$ cat src/rtl/iobgr_pkg.sv
// Package of constants and types for the I/O board glue register bank
package iobgr_pkg;
    // ==========================================================
    // Register offsets
    localparam logic [7:0] OFF_PORT_A     = 8'h10;
    localparam logic [7:0] OFF_PORT_B     = 8'h11;
    localparam logic [7:0] OFF_PORT_C     = 8'h12;
    localparam logic [7:0] OFF_PORT_CMD   = 8'h13;
    localparam logic [7:0] OFF_BUF_CTRL   = 8'h14;
    localparam logic [7:0] OFF_TRIG_CMD   = 8'h15;
    localparam logic [7:0] OFF_TRIG_EN    = 8'h16;
    localparam logic [7:0] OFF_COS_FLAGS  = 8'h17;
    localparam logic [7:0] OFF_DAC_REF    = 8'h18;
    // ==========================================================
    // Field positions
    localparam int CMD_MODE_SET   = 7;
    localparam int CMD_GA_MODE2   = 6;
    localparam int CMD_GA_MODE1   = 5;
    localparam int CMD_PA_IN      = 4;
    localparam int CMD_PCH_IN     = 3;
    localparam int CMD_GB_MODE    = 2;
    localparam int CMD_PB_IN      = 1;
    localparam int CMD_PCL_IN     = 0;
    localparam int TRIG_ADC_BIT   = 1;
    localparam int TRIG_DAC_BIT   = 0;
    localparam int TST_BIT        = 0;
    localparam int DACREF_BIT     = 0;
    // ==========================================================
    // Reset values and read mask
    localparam logic [7:0] CMD_RESET      = 8'h9B;
    localparam logic [7:0] BYTE_ZERO      = 8'h00;
    localparam logic [7:0] TRIG_CMD_MASK  = 8'h1F;
    // ==========================================================
    // Timing
    localparam int CLK_MHZ         = 200;
    localparam int TICK_PULSE_US   = 1;
    localparam int TICK_PULSE_CYC  = TICK_PULSE_US * CLK_MHZ;

    typedef enum logic [1:0] {
        IOBGR_MODE0 = 2'b00,
        IOBGR_MODE1 = 2'b01,
        IOBGR_MODE2 = 2'b10
    } iobgr_mode_t;

    typedef struct packed {
        logic [7:0] pa;
        logic [7:0] pb;
        logic [7:0] pc;
    } iobgr_ports_t;
endpackage : iobgr_pkg

$ cat src/rtl/iobgr_top.sv
// Register bank and trigger logic for the multifunction I/O board
`timescale 1ns/1ps
// Function
// - Tick counter mode 2 output gives a 1 us low pulse each period.
// - With ADC tick enable set, each low tick pulse starts one conversion.
// - With DAC tick enable set, each tick updates all DACs together.
// - Triggered ADC command keeps low five bits; upper three read zero.
// - Tick conversions use the stored triggered command, not normal ADC byte.
// - Port read gives pin levels for inputs, latched value for outputs.
// - Command register is write-only; bit7 mode set, 6:5 group A, 2 group B.
// - Bits 4,3,1,0 set A, C upper, B, C lower direction; one is input.
// - Reset leaves mode 0 with all 24 lines as inputs.
// - Buffer directions follow the most recent command direction bits.
// - Bit 6 set selects group A mode 2 and bit 5 is ignored.
// - Buffer control bit 0 enters tristate mode; clearing it leaves.
// - In tristate mode a newly output port has its buffer floated.
// - Same command with bit 7 clear re-enables buffers, directions kept.
// - Change flag bit n sets when Port C bit n toggles since last read.
// - Reading change flags clears them; later toggles collect afresh.
// - DAC reference enable clears on reset; writing one enables it.
// - Port C change also sets board status flag and interrupt when enabled.
// - With DAC tick enable set, DAC writes wait for the next tick.
// - ADC command bit4 range, bit3 bipolar, bits 2:0 channel.
module iobgr_top
    import iobgr_pkg::*;
(
    input  wire logic                  clk_sys,
    input  wire logic                  rst,
    input  wire logic [7:0]            bus_addr,
    input  wire logic [7:0]            bus_wdata,
    input  wire logic                  bus_wr,
    input  wire logic                  bus_rd,
    output logic      [7:0]            bus_rdata,
    input  wire logic                  tick_n,
    input  wire logic                  dac_write,
    input  wire logic                  cos_irq_enable,
    input  wire iobgr_pkg::iobgr_ports_t pin_in,
    output iobgr_pkg::iobgr_ports_t    pin_out,
    output iobgr_pkg::iobgr_ports_t    pin_oe,
    output logic                       tick_pulse_n,
    output logic                       adc_start,
    output logic      [4:0]            adc_command,
    output logic                       dac_load,
    output logic                       dac_ref_on,
    output logic      [1:0]            group_a_mode,
    output logic                       group_b_mode,
    output logic                       cos_status,
    output logic                       cos_irq
);
    import iobgr_pkg::*;

    // ==========================================================
    // Input synchronisers
    iobgr_ports_t pins_s1_reg;
    iobgr_ports_t pins_s2_reg;
    logic         tick_s1_reg;
    logic         tick_s2_reg;
    logic         tick_d_reg;

    // Both input paths reset to the idle-high level so no false edge follows reset
    always_ff @(posedge clk_sys or posedge rst) begin
        if (rst) begin
            pins_s1_reg <= '1;
            pins_s2_reg <= '1;
        end else begin
            pins_s1_reg <= pin_in;
            pins_s2_reg <= pins_s1_reg;
        end
    end

    always_ff @(posedge clk_sys or posedge rst) begin
        if (rst) begin
            tick_s1_reg <= 1'b1;
            tick_s2_reg <= 1'b1;
            tick_d_reg  <= 1'b1;
        end else begin
            tick_s1_reg <= tick_n;
            tick_s2_reg <= tick_s1_reg;
            tick_d_reg  <= tick_s2_reg;
        end
    end

    logic tick_fall;
    assign tick_fall = tick_d_reg & ~tick_s2_reg;

    // ==========================================================
    // Register write strobes
    function automatic logic wr_hit(input logic [7:0] off);
        wr_hit = bus_wr && (bus_addr == off);
    endfunction : wr_hit

    // ==========================================================
    // Register state
    logic [7:0] cmd_reg;
    logic       buf_enable_reg;
    logic       tst_reg;
    logic [7:0] out_a_reg;
    logic [7:0] out_b_reg;
    logic [7:0] out_c_reg;
    logic [4:0] trig_cmd_reg;
    logic       trig_adc_reg;
    logic       trig_dac_reg;
    logic       dacref_reg;
    logic [7:0] cos_reg;
    logic [7:0] pc_prev_reg;
    logic       cos_status_reg;

    // ==========================================================
    // Parallel port command and buffers
    // Reset value is all inputs; outputs of the latch start low like the chip
    always_ff @(posedge clk_sys or posedge rst) begin
        if (rst) begin
            cmd_reg        <= CMD_RESET;
            buf_enable_reg <= 1'b1;
        end else if (wr_hit(OFF_PORT_CMD)) begin
            cmd_reg[4:0] <= bus_wdata[4:0];
            cmd_reg[7:5] <= bus_wdata[7:5];
            // Mode set write with tristate floats the buffers; bit 7 clear restores
            if (bus_wdata[CMD_MODE_SET])
                buf_enable_reg <= ~tst_reg;
            else
                buf_enable_reg <= 1'b1;
        end
    end

    always_ff @(posedge clk_sys or posedge rst) begin
        if (rst) begin
            out_a_reg <= BYTE_ZERO;
            out_b_reg <= BYTE_ZERO;
            out_c_reg <= BYTE_ZERO;
        end else begin
            // New mode set clears the output latches, the quirk tristate hides
            if (wr_hit(OFF_PORT_CMD) && bus_wdata[CMD_MODE_SET]) begin
                out_a_reg <= BYTE_ZERO;
                out_b_reg <= BYTE_ZERO;
                out_c_reg <= BYTE_ZERO;
            end
            if (wr_hit(OFF_PORT_A))
                out_a_reg <= bus_wdata;
            if (wr_hit(OFF_PORT_B))
                out_b_reg <= bus_wdata;
            if (wr_hit(OFF_PORT_C))
                out_c_reg <= bus_wdata;
        end
    end

    always_ff @(posedge clk_sys or posedge rst) begin
        if (rst)
            tst_reg <= 1'b0;
        else if (wr_hit(OFF_BUF_CTRL))
            tst_reg <= bus_wdata[TST_BIT];
    end

    logic [7:0] dir_out_a;
    logic [7:0] dir_out_b;
    logic [7:0] dir_out_c;
    assign dir_out_a = {8{~cmd_reg[CMD_PA_IN]}};
    assign dir_out_b = {8{~cmd_reg[CMD_PB_IN]}};
    assign dir_out_c = {{4{~cmd_reg[CMD_PCH_IN]}}, {4{~cmd_reg[CMD_PCL_IN]}}};

    // Buffers float after a tristate mode set until a bit 7 clear write or a mode set with tristate off
    always_ff @(posedge clk_sys or posedge rst) begin
        if (rst) begin
            pin_out <= '0;
            pin_oe  <= '0;
        end else begin
            pin_out.pa <= out_a_reg;
            pin_out.pb <= out_b_reg;
            pin_out.pc <= out_c_reg;
            pin_oe.pa  <= dir_out_a & {8{buf_enable_reg}};
            pin_oe.pb  <= dir_out_b & {8{buf_enable_reg}};
            pin_oe.pc  <= dir_out_c & {8{buf_enable_reg}};
        end
    end

    always_ff @(posedge clk_sys or posedge rst) begin
        if (rst) begin
            group_a_mode <= IOBGR_MODE0;
            group_b_mode <= 1'b0;
        end else begin
            if (cmd_reg[CMD_GA_MODE2])
                group_a_mode <= IOBGR_MODE2;
            else if (cmd_reg[CMD_GA_MODE1])
                group_a_mode <= IOBGR_MODE1;
            else
                group_a_mode <= IOBGR_MODE0;
            group_b_mode <= cmd_reg[CMD_GB_MODE];
        end
    end

    // ==========================================================
    // Trigger registers and tick path
    always_ff @(posedge clk_sys or posedge rst) begin
        if (rst)
            trig_cmd_reg <= '0;
        else if (wr_hit(OFF_TRIG_CMD))
            trig_cmd_reg <= bus_wdata[4:0];
    end

    always_ff @(posedge clk_sys or posedge rst) begin
        if (rst) begin
            trig_adc_reg <= 1'b0;
            trig_dac_reg <= 1'b0;
        end else if (wr_hit(OFF_TRIG_EN)) begin
            trig_adc_reg <= bus_wdata[TRIG_ADC_BIT];
            trig_dac_reg <= bus_wdata[TRIG_DAC_BIT];
        end
    end

    always_ff @(posedge clk_sys or posedge rst) begin
        if (rst)
            dacref_reg <= 1'b0;
        else if (wr_hit(OFF_DAC_REF))
            dacref_reg <= bus_wdata[DACREF_BIT];
    end

    // Tick pulse regenerated at a fixed 1 us width on each falling edge
    logic [$clog2(TICK_PULSE_CYC+1)-1:0] pulse_cnt_reg;
    always_ff @(posedge clk_sys or posedge rst) begin
        if (rst) begin
            pulse_cnt_reg <= '0;
            tick_pulse_n  <= 1'b1;
        end else if (tick_fall) begin
            pulse_cnt_reg <= ($clog2(TICK_PULSE_CYC+1))'(TICK_PULSE_CYC - 1);
            tick_pulse_n  <= 1'b0;
        end else if (pulse_cnt_reg != '0) begin
            pulse_cnt_reg <= pulse_cnt_reg - 1'b1;
        end else begin
            tick_pulse_n  <= 1'b1;
        end
    end

    // ==========================================================
    // Trigger outputs
    always_ff @(posedge clk_sys or posedge rst) begin
        if (rst) begin
            adc_start   <= 1'b0;
            adc_command <= '0;
        end else begin
            adc_start   <= tick_fall & trig_adc_reg;
            adc_command <= trig_cmd_reg;
        end
    end

    // Direct DAC writes load at once only while tick updates are off
    always_ff @(posedge clk_sys or posedge rst) begin
        if (rst)
            dac_load <= 1'b0;
        else
            dac_load <= trig_dac_reg ? tick_fall : dac_write;
    end

    always_ff @(posedge clk_sys or posedge rst) begin
        if (rst)
            dac_ref_on <= 1'b0;
        else
            dac_ref_on <= dacref_reg;
    end

    // ==========================================================
    // Port C change-of-state
    logic       cos_rd;
    logic [7:0] pc_toggle;
    assign cos_rd    = bus_rd && (bus_addr == OFF_COS_FLAGS);
    assign pc_toggle = pins_s2_reg.pc ^ pc_prev_reg;

    always_ff @(posedge clk_sys or posedge rst) begin
        if (rst)
            pc_prev_reg <= '1;
        else
            pc_prev_reg <= pins_s2_reg.pc;
    end

    // A toggle on the read edge is kept for the next read, not returned twice
    always_ff @(posedge clk_sys or posedge rst) begin
        if (rst)
            cos_reg <= '0;
        else if (cos_rd)
            cos_reg <= pc_toggle;
        else
            cos_reg <= cos_reg | pc_toggle;
    end

    // A change in the clearing cycle wins, so no event is lost
    always_ff @(posedge clk_sys or posedge rst) begin
        if (rst)
            cos_status_reg <= 1'b0;
        else if (pc_toggle != '0)
            cos_status_reg <= 1'b1;
        else if (bus_wr && (bus_addr == BYTE_ZERO))
            cos_status_reg <= 1'b0;
    end

    always_ff @(posedge clk_sys or posedge rst) begin
        if (rst)
            cos_status <= 1'b0;
        else
            cos_status <= cos_status_reg;
    end

    always_ff @(posedge clk_sys or posedge rst) begin
        if (rst)
            cos_irq <= 1'b0;
        else
            cos_irq <= cos_status_reg & cos_irq_enable;
    end

    // ==========================================================
    // Read mux
    logic [7:0] rd_mux;
    always_comb begin
        rd_mux = BYTE_ZERO;
        if (bus_addr == OFF_PORT_A)
            rd_mux = (out_a_reg & dir_out_a) | (pins_s2_reg.pa & ~dir_out_a);
        else if (bus_addr == OFF_PORT_B)
            rd_mux = (out_b_reg & dir_out_b) | (pins_s2_reg.pb & ~dir_out_b);
        else if (bus_addr == OFF_PORT_C)
            rd_mux = (out_c_reg & dir_out_c) | (pins_s2_reg.pc & ~dir_out_c);
        else if (bus_addr == OFF_BUF_CTRL)
            rd_mux = {7'h00, tst_reg};
        else if (bus_addr == OFF_TRIG_CMD)
            rd_mux = {3'h0, trig_cmd_reg} & TRIG_CMD_MASK;
        else if (bus_addr == OFF_TRIG_EN)
            rd_mux = {6'h00, trig_adc_reg, trig_dac_reg};
        else if (bus_addr == OFF_COS_FLAGS)
            rd_mux = cos_reg;
        else if (bus_addr == OFF_DAC_REF)
            rd_mux = {7'h00, dacref_reg};
    end

    always_ff @(posedge clk_sys or posedge rst) begin
        if (rst)
            bus_rdata <= BYTE_ZERO;
        else if (bus_rd)
            bus_rdata <= rd_mux;
    end
endmodule : iobgr_top

$ cat config.mk
export PLATFORM = sky130hd
export DESIGN_NAME = iobgr_top
export DESIGN_NICKNAME = d
export VERILOG_FILES = /design/src/rtl/iobgr_pkg.sv /design/src/rtl/iobgr_top.sv
export SDC_FILE = /design/constraint.sdc
export NUM_CORES = 1
export LEC_CHECK = 0
export BUFFER_PORTS_ARGS = -buffer_cell sky130_fd_sc_hd__buf_2
export CORE_AREA = 5 5 132 134
export DETAILED_ROUTE_END_ITERATION = 6
export DIE_AREA = 0 0 137 139
export PLACE_DENSITY = 0.58
export REMOVE_ABC_BUFFERS = 1
export SLEW_MARGIN = 20
export SYNTH_ARGS = -nofsm -noshare
export SYNTH_HDL_FRONTEND = slang
export SYNTH_SLANG_ARGS = --single-unit
export TNS_END_PERCENT = 10
$ cat constraint.sdc
create_clock -name clk_sys -period 6.8 [get_ports clk_sys]
set_input_delay 0.68 -clock clk_sys [delete_from_list [all_inputs] [get_ports clk_sys]]
set_output_delay 0.68 -clock clk_sys [all_outputs]
set_load 0.02 [all_outputs]
==> summary.txt, run 1 <==
Count of max-cap constraint violations: 0
CTS tree: yes
Commonest non-fill, non-tap cells in the layout: buf_2 (116), dfrtp_1 (102), dfstp_2 (65)
Resized cells post-CTS: 0
Global-route wire length before repair: 22200 um
Fillers: 1487
Setup CP Type: input pin to flop
Root Buffer: clkbuf_16
DRC: 0
Max-slew violations: 0
Seq cells post-synth: 167
Fin area: 7500 um2
Initial DRC count: 229
Die Footprint: 19000 um2
Slew HR: 41.9%
Initial core utilization: 38.7%
Sequential area share after synthesis: 68.1%
Commonest non-fill, non-tap cell in the layout: buf_2
Clk_lat worst skew: 0.43 ns
Fin nets: 594
Maximum resistive drop on vdd: 0.000187 V
Vias in the first global route: 3905
Cell Area, Synth: 6260 um2
Fmax: 397 MHz
Syn Area/Cell: 13.9 um2
Hold buffer count at cts: 0
PortBufs: 116
Skew final: 0.00794 ns
Chip Width: 137 um
DR pass1 iterations: 4
Largest net degree at the start of global routing: 100
Ys async rst share: 100%
Clock slew at reported path FFs: 0.06 ns
Yosys warning count: 0
Startpoint Class: input pin
WP data required: 7.12 ns
Initial antenna violation count: 1
Vias after detailed routing: 3772
Number of vias per cell: 4.85
Die Ht: 139 um
Overall Global Routing Usage: 15.6%
Share of layout cells above drive strength 1: 45.3%
Top_reg_cell synth: dfrtp_1
Syn Inst Count: 449
CTS Buffer Depth: 2
CTS H-tree depth: 4
Worst Path Arrival: 2.84 ns
Finish-stage setup viols: 0
Max FO, Critical Path: 10
Synth unique cells: 50
Setup TNS: 0 ns
Outcome: finished clean
Worst-margin pin slew: 0.871 ns
Cell Rows: 47
DP HPWL: 10100 um
Clock Sinks: 167
DRT Wirelength: 14000 um
Post-CTS Setup Bufs: 0
Leak: 0.00349 uW
CP Capture Type: flop
Number of buffers created by CTS: 17
N_diodes: 0
Core footprint: 16200 um2
Placed Instance Area: 6900 um2
Post-layout util: 46.4%
Routed WL per cell: 18.0 um
RePlAce Congestion: 0.815
Hold Fails Final Rpt: 0
I/O pin cnt: 117
Hold crit path type: input pin to flop
Synthesis-to-layout area growth: 19.9%
PwrDens: 303 nW/um2
Minimum clock period: 2.52 ns
RSZ-0062 raised after global routing: false
Hold slack: 0.341 ns
Fin crit share: 37.1%
Total gr overflow: 0
ANT nets after route: 0
Number of synthesized flops with an enable pin: 0
[synthesized netlist by cell type (all sizes together), types with 3 or more instances]
library cell	instances	area (um2)
a22o	25	219
xnor2	10	87.6
nand2b	5	31.3
dfrtp	102	2550
and3	3	18.8
mux2i	15	150
mux2	30	338
nor4	5	46.3
nor2	24	106
nand3	6	42.5
o211ai	8	65.1
buf	26	178
a31oi	7	43.8
nor3	3	15.0
o221a	3	33.8
xor2	3	26.3
a211o	4	35.0
clkbuf	14	52.6
o21ai	10	50.0
nand2	32	120
inv	7	26.3
nand4	4	25.0
nor2b	8	50.1
dfstp	65	1710
a21oi	5	25.0
[metrics by stage]
stage | std cells | setup slack [ns] | power (uW)
after global routing | 778 | 4.14 | 2380
after floorplan | 409 | 1.71 | 1240
final | 778 | 4.28 | 2280
after global placement | 746 | 3.79 | 1330
after detailed placement | 746 | 3.65 | 1330
after CTS | 778 | 4.12 | 2310
[final timing paths]
path / from / endpoint / slack (ns) / depth (start not counted)
worst max-delay path: bus_addr[5] / trig_cmd_reg[2] / 4.28 / 5
worst min-delay path: pin_in[8] / pins_s1_reg[8] / 0.34 / 1
worst max register to register: pulse_cnt_reg[5] / pulse_cnt_reg[1] / 4.80 / 5
worst min register to register: tick_s1_reg / tick_s2_reg / 0.35 / 0
max in group asynchronous: rst / bus_rdata[1] / 4.97 / 3
min in group asynchronous: rst / out_c_reg[1] / 0.41 / 2
[cell type report]
cell class	count	area [um2]	area share (%)
tap	220	275	3.67
clock buffer	23	488	6.50
timing repair buffer	117	588	7.84
inverter	7	31.3	0.417
multi-input combinational	235	1750	23.3
sequential	167	4260	56.8
clock inverter	9	115	1.53
[worst max-delay path: stages]
cell and delay (ns):
buf_2 0.12, nor4b_2 0.62, nor2b_1 0.59, and3_1 0.45, mux2_2 0.37
[metal layers]
layer,track usage (%),up-vias,part of all wire (%)
met2,23.5,116,48
li1,-,1747,-
met4,5.15,2,1.6
met1,21.1,1883,44
met5,0,-,0.078
met3,5.59,24,6.4
[power breakdown]
group | internal (uW) | switching [uW] | total [uW]
Sequential | 1070 | 44.3 | 1120
Clock | 582 | 380 | 962
Combinational | 75.9 | 123 | 199
Total | 1730 | 547 | 2280
[cells by family after synthesis]
kind of cell             Yosys count  share of synthesized area [%]
buffers and inverters             47                           4.10
multiplexers                      45                           7.80
adder cells (fa/ha/maj)            2                          0.400
XOR/XNOR                          13                           1.82
flip-flops                       167                           68.1
AND/OR/NAND/NOR                  105                           9.18
AO/OA/AOI/OAI                     70                           8.62
No activity file was read; power rests on OpenSTA's default activity.
==> run 2, diff against run 1 <==
ABC_AREA = 1   (was default)
CORE_AREA = 5 5 131 133   (was 5 5 132 134)
DIE_AREA = 0 0 136 138   (was 0 0 137 139)
PLACE_DENSITY = 0.61   (was 0.58)
clock period = 2.3 ns   (was 6.8 ns; I/O delays follow)
==> run 2 against run 1 <==
Register-to-register slack lost 4.1 ns; synthesized cell count grew 23%; largest power group unchanged; critical path depth grew 4.
==> summary.txt, run 2 <==
Outcome: finished clean
Hold Fails Final Rpt: 0
Startpoint Class: flop
Clock slew at reported path FFs: 0.06 ns
Setup CP Type: flop to flop
DRT Wirelength: 14400 um
Worst Path Arrival: 1.92 ns
Chip Width: 136 um
Top_reg_cell synth: dfrtp_1
Die Ht: 138 um
Ys async rst share: 100%
Clock Sinks: 167
Setup TNS: 0 ns
Sequential area share after synthesis: 68.3%
CTS tree: yes
List of most frequent post-synthesis cells: dfrtp_1 (102), nand2_1 (100), dfstp_2 (65), inv_1 (59), o21ai_0 (46)
Total Power: 6960 uW
Worst path max stage delay: 0.36 ns
Fin crit share: 70.2%
Minimum clock period: 1.62 ns
Yosys warning count: 0
Maximum resistive drop on vdd: 0.000499 V
Worst-margin pin slew: 0.502 ns
I/O pin cnt: 117
N_diodes: 0
Final WS setup: 0.685 ns
Number of vias per cell: 4.66
CP top delay family: simple AND/OR/NAND/NOR gates
Finish-stage setup viols: 0
Syn Area/Cell: 11.3 um2
Fin area: 7840 um2
Initial core utilization: 39.7%
CTS Buffer Depth: 2
Max FO, Critical Path: 6
Leak: 0.00377 uW
CTS H-tree depth: 4
Yosys top cell area share: 40.9%
Synthesis-to-layout area growth: 25.6%
DR pass1 iterations: 5
Multi-input gate area: 1530 um2
Reg2reg setup slack: 0.68 ns
Inst Count DP: 857
R2R Path Start: pulse_cnt_reg[0]
DP HPWL: 10500 um
Initial DRC count: 346
Number of synthesized flops with an enable pin: 0
Register area: 4260 um2
Compound-Gate Fraction of Synth Area: 9.06%
Share of layout cells above drive strength 1: 34.7%
Global-route wire length before repair: 23400 um
Count of max-cap constraint violations: 0
Root Buffer: clkbuf_16
Overall Global Routing Usage: 16.0%
Cell with the most instances after synthesis: dfrtp_1
Initial antenna violation count: 0
RSZ-0062 raised after global routing: false
WP data required: 2.60 ns
Synth unique cells: 37
RePlAce Congestion: 0.871
Synth top area cells: dfrtp_1 (41%), dfstp_2 (27%), nand2_1 (6.0%)
Post-CTS Setup Bufs: 0
DP Worst Slack: 0.642 ns
Die Footprint: 18800 um2
Mux cell area share after synthesis: 0.180%
Largest net degree at the start of global routing: 55
Fmax: 619 MHz
Vias after detailed routing: 4264
CP Capture Type: flop
End point of the critical path: pulse_cnt_reg[4]
Commonest non-fill, non-tap cell in the layout: buf_2
Critical Path Start: pulse_cnt_reg[0]
CP cell instances: inv_1, ha_1, nand2_1, nor2_1, nor2_1, nand2_1, nor2_1, o21ai_0, a21oi_1
Fillers: 1382
Reg2reg path depth: 9
Hold Crit Start: dac_write
Largest area contributor in the netlist: dfrtp_1
PortBufs: 116
Skew final: 0.00993 ns
Xor and xnor fraction of the mapped netlist area: 1.26%
DRC: 0
Hold crit path type: input pin to flop
Finished Layout Cells: 916
CP Buf/Inv Count: 1
Seq cells post-synth: 167
Hold-critical path depth: 3
Critical-path top delay cell: dfrtp_1
Adder-cell share of the synthesized area: 0.401%
Cell Rows: 46
Max-slew violations: 0
Vias in the first global route: 4416
Syn Inst Count: 552
PwrDens: 888 nW/um2
Stages on the worst setup path: 9
Number of buffers created by CTS: 17
Slew HR: 66.5%
Simple-gate portion of the synthesized area: 13.6%
Clk_lat worst skew: 0.42 ns
Largest family of logic cells by synthesized area: simple AND/OR/NAND/NOR gates
Fin nets: 736
Cell Area, Synth: 6240 um2
R2R Path End: pulse_cnt_reg[4]
Core footprint: 15700 um2
Commonest non-fill, non-tap cells in the layout: buf_2 (116), dfrtp_1 (102), nand2_1 (100)
ANT nets after route: 0
Total gr overflow: 0
Cell mode on critical path: nor2_1
Placed Instance Area: 6940 um2
Routed WL per cell: 15.8 um
[run 2: power by group]
| part | internal (uW) | switching (uW) | total [uW] |
|---|---|---|---|
| Combinational | 250 | 450 | 700 |
| Clock | 1820 | 1110 | 2930 |
| Sequential | 3200 | 130 | 3330 |
[run 2: final cells by class]
cell class              count  area share, %
clock buffers              24           6.69
clock inverters             8           1.36
inverters                  63           3.10
multi-input cells         291           19.5
flip-flops and latches    167           54.3
well taps                 216           3.45
repair buffers            147           11.6
[run 2: cell families (layout without fill, tap and decap cells)]
kind of cell               Yosys count  count (layout)
muxes                                1               1
DFF                                167             167
xor gates and xnor gates             9               9
AOI/OAI and AO/OA                   97              97
buffers and inverters               94             242
adders and majority gates            2               2
and+or+nand+nor                    182             182
[run 2: per-layer routing]
| layer | share of wire, % | vias up | routed length [um] | GRT usage (%) |
|---|---|---|---|---|
| met4 | 1.3 | 0 | 187 | 4.93 |
| met1 | 46 | 2082 | 6710 | 22.6 |
| li1 | - | 2037 | - | - |
| met2 | 47 | 127 | 6820 | 24.5 |
| met3 | 4.9 | 18 | 712 | 3.96 |
| met5 | 0 | - | 0 | 0 |
[run 2: worst min path at each step]
stage / to
5_1_grt: buf_enable_reg
6_report: dac_load
2_1_floorplan: pins_s1_reg[0]
3_5_place_dp: pin_oe[22]
3_3_place_gp: pin_oe[22]
4_1_cts: buf_enable_reg
[run 2: tightest hold or removal path: cells and delay by family]
family                 cells  cell delay [ns]
AOI/OAI and AO/OA          1             0.10
buffers and inverters      1             0.08
and+or+nand+nor            1             0.03
[run 2: what timing repair did]
item,in CTS,in global routing
setup endpoints to repair,0,0
resized for setup,0,0
hold endpoints to repair,55,0
hold buffers,27,0
[run 2: per-stage QoR]
step | hold WS, ns | util, %
after floorplan | 0.234 | -
after global placement | 0.302 | 44.2
after detailed placement | 0.310 | 44.2
after CTS | 0.0447 | 49.9
after global routing | 0.0729 | 49.9
final | 0.0648 | 49.9
==> run 3, diff against run 2 <==
clock period = 1.4 ns   (was 2.3 ns; I/O delays follow)
==> run 3 against run 2 <==
Via count is 0.30% higher; non-clock buffer count increased by 16; critical path depth down 3; cell count up 1.7%; clock skew decreased by 0.0023 ns; power rose by 60%; critical endpoint is now bus_rdata[1]; largest cell class unchanged; largest power group unchanged.
==> summary.txt, run 3 (same netlist as run 2, synthesis figures left out) <==
Startpoint Class: flop
Global-route wire length before repair: 23500 um
ANT nets after route: 0
Count of max-cap constraint violations: 0
WP data required: 1.70 ns
Setup CP Type: flop to flop
Largest net degree at the start of global routing: 49
Initial antenna violation count: 0
DP HPWL: 10500 um
Total Power: 11200 uW
Finished Layout Cells: 932
Clock Sinks: 167
Synthesis-to-layout area growth: 27.8%
Minimum clock period: 1.38 ns
Hold slack: 0.0199 ns
Initial core utilization: 39.7%
Chip Width: 136 um
CP cell instances: buf_4, o21ai_0, nand2_1, nand4_1, nand2_1, nand2_1
RePlAce Congestion: 0.898
Clk_lat worst skew: 0.42 ns
Commonest non-fill, non-tap cells in the layout: buf_2 (116), dfrtp_1 (102), nand2_1 (99)
PwrDens: 1400 nW/um2
DRC: 0
Leak: 0.00383 uW
Max-slew violations: 0
DRT Wirelength: 14400 um
Total gr overflow: 0
Fin crit share: 98.3%
Reg2reg setup slack: 0.02 ns
Max FO, Critical Path: 12
Critical-path top delay cell: dfstp_2
Vias in the first global route: 4571
Finish-stage setup viols: 0
Worst-margin pin slew: 0.394 ns
Number of vias per cell: 4.59
Initial DRC count: 256
Inst Count DP: 870
Root Buffer: clkbuf_16
Number of buffers created by CTS: 17
I/O pin cnt: 117
Placed Instance Area: 7050 um2
Die Footprint: 18800 um2
Fmax: 727 MHz
Cell mode on critical path: nand2_1
Cell Rows: 46
Slew HR: 73.7%
CTS Buffer Depth: 2
Hold Fails Final Rpt: 0
Overall Global Routing Usage: 16.2%
PortBufs: 116
Share of layout cells above drive strength 1: 37.8%
Worst Path Arrival: 1.68 ns
Skew final: 0.00760 ns
CTS tree: yes
Clock slew at reported path FFs: 0.06 ns
Outcome: finished clean
RSZ-0062 raised after global routing: true
Maximum resistive drop on vdd: 0.000836 V
Commonest non-fill, non-tap cell in the layout: buf_2
Fin nets: 752
DR pass1 iterations: 4
Post-layout util: 50.7%
Hold crit path type: input pin to flop
CTS H-tree depth: 4
Worst path max stage delay: 0.55 ns
Routed WL per cell: 15.4 um
Vias after detailed routing: 4277
Core footprint: 15700 um2
Die Ht: 138 um
N_diodes: 0
Fin area: 7970 um2
CP Capture Type: flop
[run 3: cell count changes in the layout (fill, tap and decap cells not counted), moves of 3 or more]
cell	previous run	this run
nor2_2	1	4
inv_6	1	6
nor2_1	29	25
buf_4	2	16
[run 3: routing by layer]
metal / track usage [%] / up-vias / wire length, um / share of wire (%)
li1: - / 2065 / - / -
met1: 21.0 / 2085 / 6230 / 43
met2: 26.0 / 116 / 7150 / 50
met3: 4.75 / 11 / 826 / 5.7
met4: 5.36 / 0 / 152 / 1.1
met5: 0 / - / 0 / 0
[run 3: worst max-delay path, delay by kind of cell (launching register included)]
kind            cells  cell delay (ns)
flops               1             0.55
simple gates        4             0.39
buf+inv             1             0.18
compound gates      1             0.14
[run 3: cell type report]
cell class                 instances  area, um2
fill                            1365       7740
timing repair buffer             163       1040
clock buffer                      21        460
sequential                       167       4260
inverter                          63        243
tap                              216        270
clock inverter                    11        113
multi-input combinational        291       1580
[run 3: worst paths after layout]
kind                                     start              to  depth (start not counted)
worst max register to register      cmd_reg[1]    bus_rdata[1]                          6
worst min-delay path                 dac_write        dac_load                          3
worst max-delay path                cmd_reg[1]    bus_rdata[1]                          6
max in group asynchronous                  rst  pins_s2_reg[7]                          4
worst min register to register  pins_s1_reg[8]  pins_s2_reg[8]                          0
min in group asynchronous                  rst     pin_out[14]                          3
[run 3: stage by stage]
stage	setup TNS [ns]	setup WS, ns
after global placement	-0.238	-0.0304
after global routing	-0.129	-0.0459
final	0	0.0239
after detailed placement	-1.13	-0.0913
after floorplan	-447.07	-3.15
after CTS	0	0.00297
[run 3: repair_timing]
action	4_1_cts	5_1_grt
cloned	0	0
setup endpoints to repair	3	8
setup buffers	0	2
pin swaps	1	2
gates resized for setup	3	15
hold endpoints to repair	124	0
hold buffers	28	0
[run 3: report_power, final]
group	leakage [uW]	internal, uW	switching [uW]
sequential	0.00186	5260	211
combinational	0.00170	460	792
clock	0.000279	2580	1860
